`src/rtl/rfr_pkg.sv`:
```
// Shared constants and state encoding for the redundant fault reset generator
package rfr_pkg;

    // Number of critical event lines
    localparam int EVT_N = 8;

    // Requested state codes that start a software reset
    localparam logic [3:0] TGT_FUNC_RESET = 4'h0;
    localparam logic [3:0] TGT_DEST_RESET = 4'hF;

    // Value of event registers after reset
    localparam logic [7:0] EVT_RESET_VAL = 8'h00;

    // Clock period and reset pulse hold time (least time, rounded up)
    localparam int CLK_PERIOD_NS = 50;
    localparam int RST_HOLD_NS   = 1000;
    localparam int RST_CYCLES_I  = (RST_HOLD_NS + CLK_PERIOD_NS - 1) / CLK_PERIOD_NS;
    localparam logic [7:0] RST_CYCLES  = 8'(RST_CYCLES_I);
    localparam logic [7:0] CNT_RESET   = 8'h00;
    localparam logic [7:0] CNT_ONE     = 8'h01;

    // Generator state, one-hot
    typedef enum logic [3:0] {
        RFR_IDLE = 4'h1,
        RFR_FUNC = 4'h2,
        RFR_DEST = 4'h4,
        RFR_SAFE = 4'h8
    } rfr_state_e;

endpackage : rfr_pkg

```
`src/rtl/rfr_evt_split.sv`:
```
// Event capture stage that splits critical events into reset and alternate paths
`timescale 1ns/100ps
`default_nettype none
module rfr_evt_split (
    input  wire logic                      clk,
    input  wire logic                      rstn,
    input  wire logic [rfr_pkg::EVT_N-1:0] crit_evt,
    input  wire logic [rfr_pkg::EVT_N-1:0] reset_disable,
    input  wire logic [rfr_pkg::EVT_N-1:0] alt_sel,
    output logic      [rfr_pkg::EVT_N-1:0] evt_q,
    output logic                           rst_hit,
    output logic                           safe_hit,
    output logic                           irq_hit
);
    import rfr_pkg::*;

    logic [EVT_N-1:0] evt_r;     // Captured events
    logic [EVT_N-1:0] evt_nxt;   // Next captured events

    // Capture next value
    always_comb begin
        evt_nxt = crit_evt;
    end

    always_ff @(posedge clk) begin
        if (!rstn) begin
            evt_r <= EVT_RESET_VAL;
        end else begin
            evt_r <= evt_nxt;
        end
    end

    // Same registered copy goes to the collector, untouched by the enables
    assign evt_q = evt_r;

    // reset only when disable bit clear
    assign rst_hit  = |(evt_r & ~reset_disable);
    assign safe_hit = |(evt_r & reset_disable & alt_sel);
    assign irq_hit  = |(evt_r & reset_disable & ~alt_sel);

endmodule : rfr_evt_split
`default_nettype wire

```
`src/rtl/rfr_reset_gen.sv`:
```
// Redundant fault reset generator: event capture, reset sequencing and safe entry
`timescale 1ns/100ps
`default_nettype none
module rfr_reset_gen (
    input  wire logic                      clk,
    input  wire logic                      rstn,
    input  wire logic [rfr_pkg::EVT_N-1:0] crit_evt,
    input  wire logic                      fc_reset_req,
    input  wire logic [rfr_pkg::EVT_N-1:0] event_reset_disable,
    input  wire logic [rfr_pkg::EVT_N-1:0] event_alt_sel,
    input  wire logic                      mode_ctl_wr,
    input  wire logic [3:0]                mode_ctl_target,
    output logic      [rfr_pkg::EVT_N-1:0] evt_to_fc,
    output logic      [3:0]                rgm_state,
    output logic                           func_reset,
    output logic                           dest_reset,
    output logic                           safe_mode,
    output logic                           alt_irq_req
);
    import rfr_pkg::*;

    // Event split outputs
    logic       rst_hit;       // Reset-enabled event present
    logic       safe_hit;      // Excluded event asking for safe entry
    logic       irq_hit;       // Excluded event asking for interrupt

    // Registered request sources
    logic       fc_req_r;      // Collector request, registered
    logic       fc_req_nxt;
    logic       sw_func_r;     // Software functional reset request
    logic       sw_func_nxt;
    logic       sw_dest_r;     // Software destructive reset request
    logic       sw_dest_nxt;
    logic       alt_irq_r;     // Alternate interrupt pulse
    logic       alt_irq_nxt;

    // Sequencer state
    rfr_state_e state_r;
    rfr_state_e state_nxt;
    logic [7:0] cnt_r;         // Cycles spent in a reset state
    logic [7:0] cnt_nxt;

    // Combined requests
    logic       req_func;
    logic       req_dest;
    logic       cnt_done;

    rfr_evt_split u_split (
        .clk           (clk),
        .rstn          (rstn),
        .crit_evt      (crit_evt),
        .reset_disable (event_reset_disable),
        .alt_sel       (event_alt_sel),
        .evt_q         (evt_to_fc),
        .rst_hit       (rst_hit),
        .safe_hit      (safe_hit),
        .irq_hit       (irq_hit)
    );

    // Next values of the request registers
    always_comb begin
        fc_req_nxt  = fc_reset_req;
        sw_func_nxt = mode_ctl_wr && (mode_ctl_target == TGT_FUNC_RESET);
        sw_dest_nxt = mode_ctl_wr && (mode_ctl_target == TGT_DEST_RESET);
        alt_irq_nxt = irq_hit;
    end

    always_ff @(posedge clk) begin
        if (!rstn) begin
            fc_req_r  <= 1'b0;
            sw_func_r <= 1'b0;
            sw_dest_r <= 1'b0;
            alt_irq_r <= 1'b0;
        end else begin
            fc_req_r  <= fc_req_nxt;
            sw_func_r <= sw_func_nxt;
            sw_dest_r <= sw_dest_nxt;
            alt_irq_r <= alt_irq_nxt;
        end
    end

    assign req_func = rst_hit || fc_req_r || sw_func_r;
    assign req_dest = sw_dest_r;
    assign cnt_done = (cnt_r == RST_CYCLES - CNT_ONE);

    // Sequencer next state; destructive beats functional beats safe entry
    always_comb begin
        state_nxt = state_r;
        cnt_nxt   = CNT_RESET;
        unique case (state_r)
            RFR_IDLE, RFR_SAFE: begin
                if (req_dest) begin
                    state_nxt = RFR_DEST;
                end else if (req_func) begin
                    state_nxt = RFR_FUNC;
                end else if (safe_hit) begin
                    state_nxt = RFR_SAFE;
                end
            end
            RFR_FUNC: begin
                // Escalate without waiting out the pulse
                if (req_dest) begin
                    state_nxt = RFR_DEST;
                end else if (cnt_done) begin
                    state_nxt = RFR_IDLE;
                end else begin
                    cnt_nxt = cnt_r + CNT_ONE;
                end
            end
            RFR_DEST: begin
                // Pending requests are seen again from idle
                // Limitation: a one-cycle strobe landing in any cycle of this pulse is dropped
                if (cnt_done) begin
                    state_nxt = RFR_IDLE;
                end else begin
                    cnt_nxt = cnt_r + CNT_ONE;
                end
            end
            default: begin
                // Corrupt code falls into a destructive reset
                state_nxt = RFR_DEST;
            end
        endcase
    end

    // Sequencer registers
    always_ff @(posedge clk) begin
        if (!rstn) begin
            state_r <= RFR_IDLE;
            cnt_r   <= CNT_RESET;
        end else begin
            state_r <= state_nxt;
            cnt_r   <= cnt_nxt;
        end
    end

    // state presented continuously
    // Reset and mode outputs decode the state register and alt_irq_req is registered, so no request glitch leaks out
    // A destructive reset counts as a functional one too
    assign rgm_state   = state_r;
    assign func_reset  = (state_r == RFR_FUNC) || (state_r == RFR_DEST);
    assign dest_reset  = (state_r == RFR_DEST);
    assign safe_mode   = (state_r == RFR_SAFE);
    assign alt_irq_req = alt_irq_r;

    // Checks next to the logic they guard
    AST_FWD_PATH: assert property (@(posedge clk) disable iff (!rstn)
        $past(rstn) |-> (evt_to_fc == $past(crit_evt)))
        else $error("collector copy of events wrong");

    AST_STATE_OUT: assert property (@(posedge clk) disable iff (!rstn)
        $onehot(rgm_state)
        && (func_reset == ((rgm_state == RFR_FUNC) || (rgm_state == RFR_DEST))))
        else $error("state output disagrees with reset");

    // Two cycles from idle, three when caught leaving a pulse
    AST_FC_REQ: assert property (@(posedge clk) disable iff (!rstn)
        fc_reset_req |-> ##[2:3] func_reset)
        else $error("collector request not honoured");

    // Last pulse cycle drops to idle first, so it is left out
    AST_EVT_RESET: assert property (@(posedge clk) disable iff (!rstn)
        rst_hit && !cnt_done |=> func_reset)
        else $error("enabled event gave no reset");

    AST_EVT_MASKED: assert property (@(posedge clk) disable iff (!rstn)
        (state_r == RFR_IDLE) && !(|(evt_to_fc & ~event_reset_disable))
        && !fc_req_r && !sw_func_r && !sw_dest_r
        |=> !func_reset)
        else $error("reset started with no enabled source");

    AST_ALT_IRQ: assert property (@(posedge clk) disable iff (!rstn)
        (|($past(crit_evt) & event_reset_disable & ~event_alt_sel)) && $past(rstn)
        |=> alt_irq_req)
        else $error("alternate interrupt missing");

    AST_SW_FUNC: assert property (@(posedge clk) disable iff (!rstn)
        (mode_ctl_wr && mode_ctl_target == 4'h0) |-> ##[2:3] func_reset)
        else $error("software functional reset missing");

    AST_SW_DEST: assert property (@(posedge clk) disable iff (!rstn)
        (mode_ctl_wr && mode_ctl_target == 4'hF) |-> ##[2:3] dest_reset)
        else $error("software destructive reset missing");

    AST_DEST_PREEMPT: assert property (@(posedge clk) disable iff (!rstn)
        (state_r == RFR_FUNC) && sw_dest_r |=> dest_reset)
        else $error("destructive request did not preempt");

    // safe left only by a reset
    AST_SAFE_HOLD: assert property (@(posedge clk) disable iff (!rstn)
        (state_r == RFR_SAFE) && !req_func && !req_dest
        |=> safe_mode)
        else $error("safe state left without reset request");

    AST_SHARED: assert property (@(posedge clk) disable iff (!rstn)
        (safe_hit && !req_func && !req_dest && state_r == RFR_IDLE)
        |=> (safe_mode && !func_reset))
        else $error("safe entry not through sequencer");

    AST_REG_SRC: assert property (@(posedge clk) disable iff (!rstn)
        $rose(func_reset) |-> $past(fc_req_r || rst_hit || sw_func_r || sw_dest_r))
        else $error("reset without registered source");

endmodule : rfr_reset_gen
`default_nettype wire

```
`config.mk`:
```
export PLATFORM = sky130hd
export DESIGN_NAME = rfr_reset_gen
export DESIGN_NICKNAME = d
export VERILOG_FILES = /design/src/rtl/rfr_pkg.sv /design/src/rtl/rfr_evt_split.sv /design/src/rtl/rfr_reset_gen.sv
export SDC_FILE = /design/constraint.sdc
export NUM_CORES = 1
export LEC_CHECK = 0
export BUFFER_PORTS_ARGS = -buffer_cell sky130_fd_sc_hd__buf_4
export CELL_PAD_IN_SITES_DETAIL_PLACEMENT = 0
export CELL_PAD_IN_SITES_GLOBAL_PLACEMENT = 2
export CORE_UTILIZATION = 28
export DETAILED_ROUTE_END_ITERATION = 10
export PLACE_DENSITY = 0.91
export SLEW_MARGIN = 25
export SYNTH_ARGS = -nofsm -noshare
export SYNTH_HDL_FRONTEND = slang
export SYNTH_SLANG_ARGS = --single-unit
```
`constraint.sdc`:
```
create_clock -name clk -period 4 [get_ports clk]
set_clock_uncertainty 0.05 [all_clocks]
set_input_delay 0.2 -clock clk [delete_from_list [all_inputs] [get_ports clk]]
set_output_delay 0.2 -clock clk [all_outputs]
set_load 0.005 [all_outputs]
```
==> metrics.md <==
| Metric | Value |
|---|---|
| DR vias | 1091 |
| # IOs | 48 |
| Actual slew at the worst max-slew pin | 0.3528 ns |
| Grt ovf | 0 |
| Worst hold-check path type | input port to flop |
| Hold Startpoint | fc_reset_req |
| Fmax achieved | 0.5747 GHz |
| Flop2flop setup slack | 2.26 ns |
| Vias in the first global route | 1092 |
| Slew margin rel. | 0.7648 |
| GRT Total Usage | 0.1423 |
| Req. time, crit path | 4.13 ns |
| Seq cells post-synth | 24 |
| ANT cells | 0 |
| PwrDens | 332.9 nW/um2 |
| Clk buf depth | 2 |
| Status | finished clean |
| Final wirelength | 2637 um |
| RSZ-0062 raised after global routing | no |
| First-pass DRT Iterations | 4 |
| # nets final | 213 |
| Num CTS Buffers | 3 |
| Die Y-Extent | 65.59 um |
| Clock root buffer | clkbuf_8 |
| Netlist cell types | 35 |
| Setup violators final | 0 |
| Dpl cell area | 1526 um2 |
| Syn_area_per_cell | 8.644 um2 |
| Synthesis-to-layout area growth | 39.67% |
| DRC violations left | 0 |
| Peak VDD IR | 139.9 uV |
| Final Hold Viols | 0 |
| Die area | 4302 um2 |
| Hold Crit Depth | 2 |
| # port buffers | 47 |
| Largest net degree at the start of global routing | 18 |
| Num Clock Sinks | 24 |
| Kind of critical path | flop to flop |
| Crit end category | flop |
| Vias per inst | 4.806 |
| Final setup margin | 2.260 ns |
| Reg2Reg Depth | 5 |
| Slew Viols, Final | 0 |
| Mapped cell area | 1132 um2 |
| Core footprint | 3771 um2 |
| Leakage Power | 0.0006769 uW |
| Yosys warnings | 0 |
| Clk pin slew, worst setup/hold paths | 0.08 ns |
| First-pass GRT wire length | 4754 um |
| CP arrival | 1.87 ns |
| Starting Density | 0.3003 |
| Initial detailed-routing violation count | 33 |
| R2r startpoint | cnt_r[0] |
| Placer Congestion | 0.7817 |
| Rows | 22 |
| Die width | 65.59 um |
| Overall Power | 526.5 uW |
| WL/cell | 11.62 um |
| Clock Latency Late Sink | 0.26 ns |
| Setup Fix Bufs, Post-CTS | 0 |
| Share of cells above drive strength 1 | 0.3073 |
| Syn nets | 164 |
| Post-synthesis sequential area ratio | 0.4243 |
| Setup Slack @ Placement | 2.270 ns |
| Quantity of hold-fixing buffers added after cts | 0 |
| Post-route ant nets | 0 |
| Setup tns final | 0 ns |
| Post-route cell area | 1582 um2 |
| Initial antenna violation count | 0 |
| CTS tree | built |
| Startpoint class of the critical path | flop |
| Fin crit period | 1.740 ns |
| Fin crit share | 0.4350 |
| H-Tree Depth | 1 |
| Detail Placement HPWL | 2128 um |
| Worst Path Max Fanout | 4 |
| Cts repair resizes | 0 |
| Hold EP | fc_req_r |
| RR Endpoint | rgm_state[0] |
| Max Cap Viol | 0 |
| Synthesized netlist cell count | 131 |
synthesized netlist by cell type (all sizes together):
library cell / instances / share of area
nor2b: 1 / 0.0055
or4: 3 / 0.023
clkbuf: 2 / 0.0066
o311ai: 1 / 0.0077
o2111ai: 1 / 0.0077
and2: 10 / 0.055
nor3: 5 / 0.022
nand2: 15 / 0.050
inv: 6 / 0.020
or3: 2 / 0.015
o31ai: 2 / 0.018
nand3b: 1 / 0.0066
a41oi: 1 / 0.0077
o21ai: 1 / 0.0044
a21o: 1 / 0.0077
ha: 1 / 0.011
buf: 1 / 0.0099
o221ai: 1 / 0.0077
xnor2: 2 / 0.015
nand2b: 6 / 0.033
nand3: 1 / 0.0044
o2111a: 1 / 0.0099
o41a: 3 / 0.030
a31oi: 4 / 0.022
nand4: 4 / 0.022
o22ai: 5 / 0.028
dfxtp: 24 / 0.42
and3: 5 / 0.028
nor2: 13 / 0.043
xor2: 5 / 0.039
a21oi: 2 / 0.0088
a21boi: 1 / 0.0066
flip-flops by register name, indices dropped and copies added (netlist names):
signal	count
cnt_r	8
u_split.evt_q	8
rgm_state	4
alt_irq_req	1
fc_req_r	1
req_dest	1
sw_func_r	1
cell type report:
class	instances	area [um2]
well taps	48	60.06
repair buffers	47	352.8
clock buffers	4	55.05
fillers	383	2190
multi-input cells	98	610.6
flip-flops and latches	24	480.5
inverters	6	22.52
per-stage QoR:
step | cells | utilization | hold WS (ns)
CTS | 227 | 0.4194 | 0.08402
floorplan | 131 | - | 0.2717
global placement | 223 | 0.4048 | 0.3583
global route | 227 | 0.4194 | 0.08123
finish | 227 | 0.4194 | 0.09054
detailed placement | 223 | 0.4048 | 0.3606
cell usage in the layout (no fill, tap or decap), types with 3 or more instances in the layout:
master and n:
nand2_1 15, and2_1 10, o22ai_1 5, buf_4 47, inv_1 6, xor2_1 5, nand4_1 4, and3_1 5
dfxtp_1 24, nand2b_1 6, o41a_1 3, a31oi_1 4, nor3_1 5, clkbuf_8 4, nor2_1 13
how the worst max path moves through the flow:
stage | to | depth (start not counted) | from | slack (ns)
after detailed placement | rgm_state[0] | 5 | cnt_r[0] | 2.27
after floorplan | rgm_state[0] | 4 | rgm_state[1] | 2.33
after global placement | rgm_state[0] | 5 | cnt_r[0] | 2.30
after global routing | rgm_state[0] | 5 | cnt_r[0] | 2.15
after CTS | rgm_state[0] | 5 | cnt_r[0] | 2.25
final | rgm_state[0] | 5 | cnt_r[0] | 2.26
cell families after synthesis:
logic type	Yosys count	synth area share
AOI/OAI and AO/OA	24	0.1657
buffers and inverters	9	0.03646
xor gates and xnor gates	7	0.05414
and+or+nand+nor	66	0.3083
adders and majority gates	1	0.01105
DFF	24	0.4243
power by group:
group / switching (uW) / internal (uW)
logic: 40.7 / 60.9
registers: 14.5 / 250
clock network: 72.9 / 87.6
total: 128 / 398
worst max-delay path, cell delays in order, from the launching register on:
cell and delay [ns]:
dfxtp_1 0.37, ha_1 0.24, nand2_1 0.08, or4_1 0.48, o41a_1 0.39, o31ai_2 0.06
routing by layer:
layer	wire length (um)	share of wire	track usage	up-vias
li1	-	-	-	568
met1	1218	0.46	0.1791	488
met2	1278	0.48	0.2474	33
met3	109	0.041	0.02083	2
met4	30	0.011	0.04348	0
met5	0	0	0	-
Note: power is estimated with default switching activity, not from simulation.
